[config.mk]
export PLATFORM = sky130hd
export DESIGN_NAME = acm_entry_matcher
export DESIGN_NICKNAME = d
export VERILOG_FILES = /design/src/logic/acm_pkg.sv /design/src/logic/acm_entry_matcher.sv /design/src/logic/acm_mask_cmp.sv
export VERILOG_INCLUDE_DIRS = /design/src /design/src/logic
export SDC_FILE = /design/constraint.sdc
export NUM_CORES = 1
export LEC_CHECK = 0
export BUFFER_PORTS_ARGS = -buffer_cell sky130_fd_sc_hd__buf_4
export CORE_ASPECT_RATIO = 0.5
export CORE_MARGIN = 5
export CORE_UTILIZATION = 50
export DETAILED_ROUTE_END_ITERATION = 10
export GPL_ROUTABILITY_DRIVEN = 0
export PLACE_DENSITY_LB_ADDON = 0.25
export SETUP_SLACK_MARGIN = 0.3
export SLEW_MARGIN = 15
export SYNTH_ARGS = -nofsm -noshare
export SYNTH_HDL_FRONTEND = slang
export SYNTH_HIERARCHICAL = 1
export SYNTH_SLANG_ARGS = --single-unit
[constraint.sdc]
create_clock -name clock_in -period 3.7 [get_ports clock_in]
set_input_delay 0.555 -clock clock_in [delete_from_list [all_inputs] [get_ports clock_in]]
set_output_delay 0.555 -clock clock_in [all_outputs]
set_load 0.05 [all_outputs]
[src/logic/acm_regs.svh]
`ifndef ACM_REGS_SVH
`define ACM_REGS_SVH

// Register byte offsets
`define ACM_OFS_CTRL 8'h00
`define ACM_OFS_DST_ADDR 8'h04
`define ACM_OFS_DST_MASK 8'h08
`define ACM_OFS_SRC_ADDR 8'h0C
`define ACM_OFS_SRC_MASK 8'h10
`define ACM_OFS_VALUES 8'h14
`define ACM_OFS_SPORT 8'h18
`define ACM_OFS_STATUS 8'h1C

// Control register fields
`define ACM_CTRL_W 12
`define ACM_CTRL_V6_BIT 0
`define ACM_CTRL_DST_LSB 1
`define ACM_CTRL_NH_LSB 3
`define ACM_CTRL_SRC_BIT 6
`define ACM_CTRL_HOP_LSB 7
`define ACM_CTRL_ITYPE_BIT 9
`define ACM_CTRL_ICODE_BIT 10
`define ACM_CTRL_SPORT_BIT 11

// Values register fields
`define ACM_VAL_NH_LSB 0
`define ACM_VAL_ITYPE_LSB 8
`define ACM_VAL_ICODE_LSB 16

// Status register fields
`define ACM_STAT_MATCH_BIT 0
`define ACM_STAT_CNT_LSB 16

// Reset values
`define ACM_RST_CTRL 12'h000
`define ACM_RST_WORD 32'h0000_0000
`define ACM_RST_MASK 32'hFFFF_FFFF

// IPv6 next-header codes of the carried protocols
`define ACM_PROTO_ICMP 8'h3A
`define ACM_PROTO_UDP 8'h11
`define ACM_PROTO_TCP 8'h06

`endif

[src/logic/acm_pkg.sv]
package acm_pkg;

   // Destination address check mode
   typedef enum logic [1:0] {DST_ANY, DST_HOST, DST_NETWORK} acm_dst_mode_t;

   // IPv6 next-header selection
   typedef enum logic [2:0] {NH_ANY, NH_SPECIFIC, NH_ICMP, NH_UDP, NH_TCP} acm_nh_mode_t;

   // Hop-limit selection
   typedef enum logic [1:0] {HOP_ANY, HOP_ZERO, HOP_NONZERO} acm_hop_mode_t;

   // Plain any / specific selection
   typedef enum logic {SEL_ANY, SEL_SPECIFIC} acm_sel_t;

   // Header fields from the parser
   typedef struct packed {
      logic valid;
      logic is_ipv4;
      logic is_ipv6;
      logic [31:0] v4_dst;
      logic [31:0] v6_src_lo;
      logic [7:0] next_hdr;
      logic [7:0] hop_limit;
      logic [7:0] icmp_type;
      logic [7:0] icmp_code;
      logic [15:0] src_port;
   } acm_hdr_t;

   // Wishbone request from the master
   typedef struct packed {
      logic cyc;
      logic stb;
      logic we;
      logic [7:0] adr;
      logic [3:0] sel;
      logic [31:0] dat;
   } acm_wb_req_t;

   // Whole state of the matcher
   typedef struct packed {
      logic [11:0] ctrl;
      logic [31:0] dst_addr;
      logic [31:0] dst_mask;
      logic [31:0] src_addr;
      logic [31:0] src_mask;
      logic [23:0] values;
      logic [15:0] sport;
      logic [15:0] hit_cnt;
      logic ack;
      logic [31:0] rdat;
      logic match;
      logic mvalid;
   } acm_state_t;

endpackage

[src/logic/acm_entry_matcher.sv]
`timescale 1ns/1ps
`include "acm_regs.svh"

// Behaviour
// - Host mode: destination equals configured address
// - Network mode: destination compared under mask
// - Next-header any always passes
// - Specific next-header must equal configured value
// - ICMP/UDP/TCP choice restricts and enables checks
// - Source any passes every IPv6 frame
// - Source compare uses low 32 bits only
// - Zero mask bit makes address bit don't-care
// - Hop zero blocks frames with nonzero hop
// - Hop nonzero needs hop above zero; any passes
// - ICMP type any always passes
// - Specific ICMP type must equal configured value
// - ICMP code any always passes
// - Specific ICMP code must equal configured value
// - Source port any always passes
// - Specific source port must equal configured value
module acm_entry_matcher
   import acm_pkg::*;
(
   input wire logic clock_in,
   input wire logic nrst_in,
   input wire logic ce_in,
   input wire acm_wb_req_t wb_req_in,
   output logic [31:0] wb_dat_out,
   output logic wb_ack_out,
   input wire acm_hdr_t hdr_in,
   output logic match_out,
   output logic match_valid_out
);

   // Register image and its next value
   acm_state_t st_r;
   acm_state_t st_nxt;

   // Decoded configuration
   logic v6_entry;
   acm_dst_mode_t dst_mode;
   acm_nh_mode_t nh_mode;
   acm_sel_t src_sel;
   acm_hop_mode_t hop_mode;
   acm_sel_t itype_sel;
   acm_sel_t icode_sel;
   acm_sel_t sport_sel;
   logic [7:0] nh_val;
   logic [7:0] itype_val;
   logic [7:0] icode_val;

   // Comparator results
   logic dst_eq;
   logic src_eq;
   logic [31:0] dst_eff_mask;

   // Per-check verdicts
   logic dst_ok;
   logic nh_ok;
   logic src_ok;
   logic hop_ok;
   logic icmp_chk;
   logic port_chk;
   logic icmp_ok;
   logic port_ok;
   logic hit;

   // Bus decode
   logic req;
   logic wr_commit;

   // Field decode of the control and values words
   always_comb begin
      v6_entry = st_r.ctrl[`ACM_CTRL_V6_BIT];
      dst_mode = acm_dst_mode_t'(st_r.ctrl[`ACM_CTRL_DST_LSB +: 2]);
      nh_mode = acm_nh_mode_t'(st_r.ctrl[`ACM_CTRL_NH_LSB +: 3]);
      src_sel = acm_sel_t'(st_r.ctrl[`ACM_CTRL_SRC_BIT]);
      hop_mode = acm_hop_mode_t'(st_r.ctrl[`ACM_CTRL_HOP_LSB +: 2]);
      itype_sel = acm_sel_t'(st_r.ctrl[`ACM_CTRL_ITYPE_BIT]);
      icode_sel = acm_sel_t'(st_r.ctrl[`ACM_CTRL_ICODE_BIT]);
      sport_sel = acm_sel_t'(st_r.ctrl[`ACM_CTRL_SPORT_BIT]);
      nh_val = st_r.values[`ACM_VAL_NH_LSB +: 8];
      itype_val = st_r.values[`ACM_VAL_ITYPE_LSB +: 8];
      icode_val = st_r.values[`ACM_VAL_ICODE_LSB +: 8];
   end

   // Host mode reuses the masked compare with every bit significant
   assign dst_eff_mask = (dst_mode == DST_HOST) ? `ACM_RST_MASK : st_r.dst_mask;

   // Destination address comparator
   acm_mask_cmp #(.W(32)) u_dst_cmp (
      .a_in(hdr_in.v4_dst),
      .b_in(st_r.dst_addr),
      .mask_in(dst_eff_mask),
      .eq_out(dst_eq)
   );

   // Only the low word of the IPv6 source is ever seen here
   acm_mask_cmp #(.W(32)) u_src_cmp (
      .a_in(hdr_in.v6_src_lo),
      .b_in(st_r.src_addr),
      .mask_in(st_r.src_mask),
      .eq_out(src_eq)
   );

   // Field checks of one entry
   always_comb begin
      // Destination address
      case (dst_mode)
         DST_ANY: dst_ok = 1'b1;
         DST_HOST: dst_ok = dst_eq;
         DST_NETWORK: dst_ok = dst_eq;
         default: dst_ok = 1'b0;
      endcase
      // Next header, with protocol extras
      icmp_chk = 1'b0;
      port_chk = 1'b0;
      case (nh_mode)
         NH_ANY: nh_ok = 1'b1;
         NH_SPECIFIC: nh_ok = (hdr_in.next_hdr == nh_val);
         NH_ICMP: begin
            nh_ok = (hdr_in.next_hdr == `ACM_PROTO_ICMP);
            icmp_chk = 1'b1;
         end
         NH_UDP: begin
            nh_ok = (hdr_in.next_hdr == `ACM_PROTO_UDP);
            port_chk = 1'b1;
         end
         NH_TCP: begin
            nh_ok = (hdr_in.next_hdr == `ACM_PROTO_TCP);
            port_chk = 1'b1;
         end
         // Unused codes never match, safer than passing
         default: nh_ok = 1'b0;
      endcase
      // Source address
      case (src_sel)
         SEL_ANY: src_ok = 1'b1;
         SEL_SPECIFIC: src_ok = src_eq;
         default: src_ok = 1'b0;
      endcase
      // Hop limit
      case (hop_mode)
         HOP_ANY: hop_ok = 1'b1;
         HOP_ZERO: hop_ok = (hdr_in.hop_limit == 8'h00);
         HOP_NONZERO: hop_ok = (hdr_in.hop_limit != 8'h00);
         default: hop_ok = 1'b0;
      endcase
      // ICMP type and code, only for ICMP selection
      icmp_ok = !icmp_chk || (((itype_sel == SEL_ANY) || (hdr_in.icmp_type == itype_val)) &&
                ((icode_sel == SEL_ANY) || (hdr_in.icmp_code == icode_val)));
      // Source port, only for TCP or UDP selection
      port_ok = !port_chk || (sport_sel == SEL_ANY) || (hdr_in.src_port == st_r.sport);
      // Combined verdict for the entry's frame family
      if (v6_entry) begin
         hit = hdr_in.is_ipv6 && nh_ok && src_ok && hop_ok && icmp_ok && port_ok;
      end else begin
         hit = hdr_in.is_ipv4 && dst_ok;
      end
   end

   // A write lands on the edge where the master sees ack
   assign req = wb_req_in.cyc && wb_req_in.stb;
   assign wr_commit = req && wb_req_in.we && st_r.ack;

   // Byte-lane merge of a write into an old word
   function automatic logic [31:0] lane_merge(input logic [31:0] old_w, input logic [31:0] new_w,
                                              input logic [3:0] sel);
      logic [31:0] res;
      res = old_w;
      for (int i = 0; i < 4; i++) begin
         if (sel[i]) begin
            res[8*i +: 8] = new_w[8*i +: 8];
         end
      end
      return res;
   endfunction

   // Next state: bus slave, config writes, match result
   always_comb begin
      logic [31:0] wv;
      wv = 32'h0000_0000;
      st_nxt = st_r;
      // Ack one cycle after the request, dropped the next cycle
      st_nxt.ack = req && !st_r.ack;
      // Read mux, registered; unmapped reads give zero
      if (req && !st_r.ack) begin
         case (wb_req_in.adr)
            `ACM_OFS_CTRL: st_nxt.rdat = {20'h00000, st_r.ctrl};
            `ACM_OFS_DST_ADDR: st_nxt.rdat = st_r.dst_addr;
            `ACM_OFS_DST_MASK: st_nxt.rdat = st_r.dst_mask;
            `ACM_OFS_SRC_ADDR: st_nxt.rdat = st_r.src_addr;
            `ACM_OFS_SRC_MASK: st_nxt.rdat = st_r.src_mask;
            `ACM_OFS_VALUES: st_nxt.rdat = {8'h00, st_r.values};
            `ACM_OFS_SPORT: st_nxt.rdat = {16'h0000, st_r.sport};
            `ACM_OFS_STATUS: st_nxt.rdat = {st_r.hit_cnt, 15'h0000, st_r.match};
            default: st_nxt.rdat = 32'h0000_0000;
         endcase
      end
      // Writes; unmapped and status writes are dropped
      if (wr_commit) begin
         case (wb_req_in.adr)
            `ACM_OFS_CTRL: begin
               wv = lane_merge({20'h00000, st_r.ctrl}, wb_req_in.dat, wb_req_in.sel);
               st_nxt.ctrl = wv[`ACM_CTRL_W-1:0];
            end
            `ACM_OFS_DST_ADDR: st_nxt.dst_addr = lane_merge(st_r.dst_addr, wb_req_in.dat, wb_req_in.sel);
            `ACM_OFS_DST_MASK: st_nxt.dst_mask = lane_merge(st_r.dst_mask, wb_req_in.dat, wb_req_in.sel);
            `ACM_OFS_SRC_ADDR: st_nxt.src_addr = lane_merge(st_r.src_addr, wb_req_in.dat, wb_req_in.sel);
            `ACM_OFS_SRC_MASK: st_nxt.src_mask = lane_merge(st_r.src_mask, wb_req_in.dat, wb_req_in.sel);
            `ACM_OFS_VALUES: begin
               wv = lane_merge({8'h00, st_r.values}, wb_req_in.dat, wb_req_in.sel);
               st_nxt.values = wv[23:0];
            end
            `ACM_OFS_SPORT: begin
               wv = lane_merge({16'h0000, st_r.sport}, wb_req_in.dat, wb_req_in.sel);
               st_nxt.sport = wv[15:0];
            end
            default: st_nxt.hit_cnt = st_r.hit_cnt;
         endcase
      end
      // One verdict per valid header, held until the next
      st_nxt.mvalid = hdr_in.valid;
      if (hdr_in.valid) begin
         st_nxt.match = hit;
         // Hit counter wraps; software reads it as a rate hint
         if (hit) begin
            st_nxt.hit_cnt = st_r.hit_cnt + 16'h0001;
         end
      end
   end

   // State register; clock enable freezes everything
   always_ff @(posedge clock_in or negedge nrst_in) begin
      if (!nrst_in) begin
         st_r.ctrl <= `ACM_RST_CTRL;
         st_r.dst_addr <= `ACM_RST_WORD;
         st_r.dst_mask <= `ACM_RST_MASK;
         st_r.src_addr <= `ACM_RST_WORD;
         st_r.src_mask <= `ACM_RST_MASK;
         st_r.values <= 24'h000000;
         st_r.sport <= 16'h0000;
         st_r.hit_cnt <= 16'h0000;
         st_r.ack <= 1'b0;
         st_r.rdat <= `ACM_RST_WORD;
         st_r.match <= 1'b0;
         st_r.mvalid <= 1'b0;
      end else if (ce_in) begin
         st_r <= st_nxt;
      end
   end

   // Outputs straight from flops
   assign wb_dat_out = st_r.rdat;
   assign wb_ack_out = st_r.ack;
   assign match_out = st_r.match;
   assign match_valid_out = st_r.mvalid;
endmodule

[src/logic/acm_mask_cmp.sv]
`timescale 1ns/1ps
// Masked equality: a zero mask bit is don't-care
module acm_mask_cmp #(
   parameter int W = 32
) (
   input wire logic [W-1:0] a_in,
   input wire logic [W-1:0] b_in,
   input wire logic [W-1:0] mask_in,
   output logic eq_out
);
   assign eq_out = ((a_in & mask_in) == (b_in & mask_in));
endmodule

==> run metrics <==
initial antenna violation count 0; Vias/cell approximately 6.3; RR Endpoint st_r[36]$_DFFE_PN0P_; # DRC 0; crit path launch dst_mode[1]$_DFFE_PN0P_; core area 23800 um2; Bufs on Longest Clock Path 3; final net count roughly 1300; vias in the first global route about 9700; filler cell count slightly below 2000; FF-to-FF setup slack ~0.52 ns; Worst path max stage delay roughly 0.38 ns; Async SR Flop Fraction 1.00; TritonCTS buffer count 22; Clock Tree Root clkbuf_16; All-Layer GR Usage 0.278; H-tree Lvls 1; global route overflow 0; WL/cell 25.6 um; FF-to-FF path depth 13; global-route wire length before repair between 50 and 60 mm; Worst Hold Margin about 0.024 ns; Ant. Diodes 0; Min Clock Period, post-route approximately 3.2 ns; die height around 120 um; Mapped Cells around 1000; commonest non-fill, non-tap cell in the layout buf_4; Avg Cell Area, Syn about 12 um2; setup bufs post-CTS 0; register area 5860 um2; Max Fanout on Critical Path 32; mapped cell area between 10000 and 15000 um2; drt first pass iters 6; CP required just over 4 ns; most frequent cells in the layout buf_4 (221), mux2_2 (178), dfrtp_1 (167); # port buffers 199; CP cell instances inv_1 > ha_4 > or2_2 > a22oi_1 > nand4_1 > nor4_2 > a21oi_1 > nor4_1 > nand2_1 > o31ai_1 > a21oi_4 > nor2_4 > mux2_2; register bit count reported by yosys 231; Clock Skew ~0.013 ns; final period utilization 0.858; Syn-to-layout area delta 20.9%; multi-input logic area around 5700 um2; Max Cap Violations 0; Routed Antenna Nets 0; Final Setup Violations 0; share of layout cells above drive strength 1 0.476; YS warnings 6; die area approximately 27000 um2; drt initial violations roughly 1100; post-synthesis sequential area ratio 0.489; Post-Syn Nets ~1200; routed vias 9442; Worst slew margin 0.352; CP Class flip-flop to flip-flop; crit path DAT 3.57 ns; row count 40; P per Cell Area ~370 nW/um2; Clock transition at path regs around 0.060 ns; worst-skew pair later-pin latency 0.51 ns; LEAKAGE 6.89 nW; Yosys cell types 55; VDD IR-drop max roughly 0.00023 V; top_reg_cell synth dfrtp_1; CTS sink cnt roughly 230; largest net degree at the start of global routing 86; reg2reg start dst_mode[1]$_DFFE_PN0P_; # IOs 200; DIE WIDTH ~230 um; worst slew pin tran 0.969 ns; Hold Crit Class primary input to async pin; Initial Util 0.504; status completed; Post-synth EDFFs 0; fin. max-slew vios 0; setup TNS after final layout 0 ns; dpl hpwl about 29 mm; slowest CP cell dfrtp_1; TritonCTS clock tree done; FMAX around 310 MHz; final wirelength slightly below 40 mm; final hold vios 0; RSZ-0062 raised after global routing no; type of origin of the critical path flip-flop; Critical Path Sink Type flip-flop
[Yosys cell counts (all sizes together) (2+ instances only)]
cell type	instances	area [um2]
dfstp	64	1680
nand4	20	125
nor3b	3	27.5
nor2	34	170
nor4b	4	35.0
a21oi	13	68.8
nand2b	2	15.0
inv	7	26.3
a221oi	12	105
dfrtp	167	4180
o31ai	2	15.0
mux2	179	2020
a222oi	19	190
xnor2	39	342
and3	6	37.5
or3	4	25.0
ha	4	50.1
o31a	2	17.5
a22oi	90	676
nand3	10	50.1
a31oi	13	81.3
clkbuf	33	124
nor3	15	85.1
or2	35	219
buf	40	305
nand2	43	161
a21o	22	165
nor4	9	83.8
o21ai	21	105
xor2	78	683
[critical path, delay by kind of cell, from the launching register on]
kind            cells  cell delay, ns
simple gates        6            1.31
compound gates      4            0.63
flops               1            0.38
mux                 1            0.36
fa+ha+maj           1            0.27
buf+inv             1            0.11
[repair_timing]
action,in CTS,in global routing
hold buffers,0,0
endpoints found under the setup margin,11,15
resized for setup,2,5
[layout make-up]
| type | count | area share |
|---|---|---|
| clock buffers | 32 | 0.0448 |
| clock inverters | 8 | 0.00846 |
| well taps | 315 | 0.0272 |
| repair buffers | 224 | 0.118 |
| inverters | 7 | 0.00181 |
| multi-input cells | 693 | 0.395 |
| flip-flops and latches | 231 | 0.404 |
[report_power, final]
part | switching, mW | total, mW | internal (mW)
clock network | 0.990 | 2.42 | 1.43
registers | 0.00385 | 2.54 | 2.53
logic | 0.188 | 0.349 | 0.161
[kinds of logic (layout without fill, tap and decap cells)]
kind of cell    after synthesis  after routing  synth area share
flops                       231            231             0.489
mux                         180            180             0.169
simple gates                189            189            0.0889
compound gates              203            203             0.125
fa+ha+maj                     4              4           0.00418
xor+xnor                    117            117            0.0855
buf+inv                      80            271            0.0380
[state kept, by name (all words and copies together), names as in the netlist]
register and flops:
sport_sel 1, itype_sel 1, icode_val 8, itype_val 8
wb_dat_out 32, match_out 1, src_sel 1, nh_mode 3
match_valid_out 1, nh_val 8, icode_sel 1, dst_mode 2
st_r 161, hop_mode 2, wb_ack_out 1
[per-stage QoR]
stage                     setup slack, ns   util  power [mW]  cell area, um2  std cells
final                               0.524  0.610        5.31           14500       1510
after global routing                0.308  0.610        5.46           14500       1510
after CTS                           0.325  0.608        5.33           14500       1510
after detailed placement           0.0235  0.576        2.93           13700       1470
after global placement              0.295  0.576        2.93           13700       1470
after floorplan                     0.894      -        2.66           12000       1004
[layer usage]
layer  routed length [um]  GRT usage
met1                16700      0.411
met2                17500      0.431
met3                 3540     0.0481
met4                  887     0.0627
met5                    0          0
[worst max path at each step]
stage	endpoint	slack [ns]
2_1_floorplan	st_r[36]$_DFFE_PN0P_	0.89
3_3_place_gp	st_r[36]$_DFFE_PN0P_	0.30
3_5_place_dp	st_r[36]$_DFFE_PN0P_	0.02
4_1_cts	st_r[36]$_DFFE_PN0P_	0.32
5_1_grt	st_r[36]$_DFFE_PN0P_	0.31
6_report	st_r[36]$_DFFE_PN0P_	0.52
Note: power is estimated with default switching activity, not from simulation.
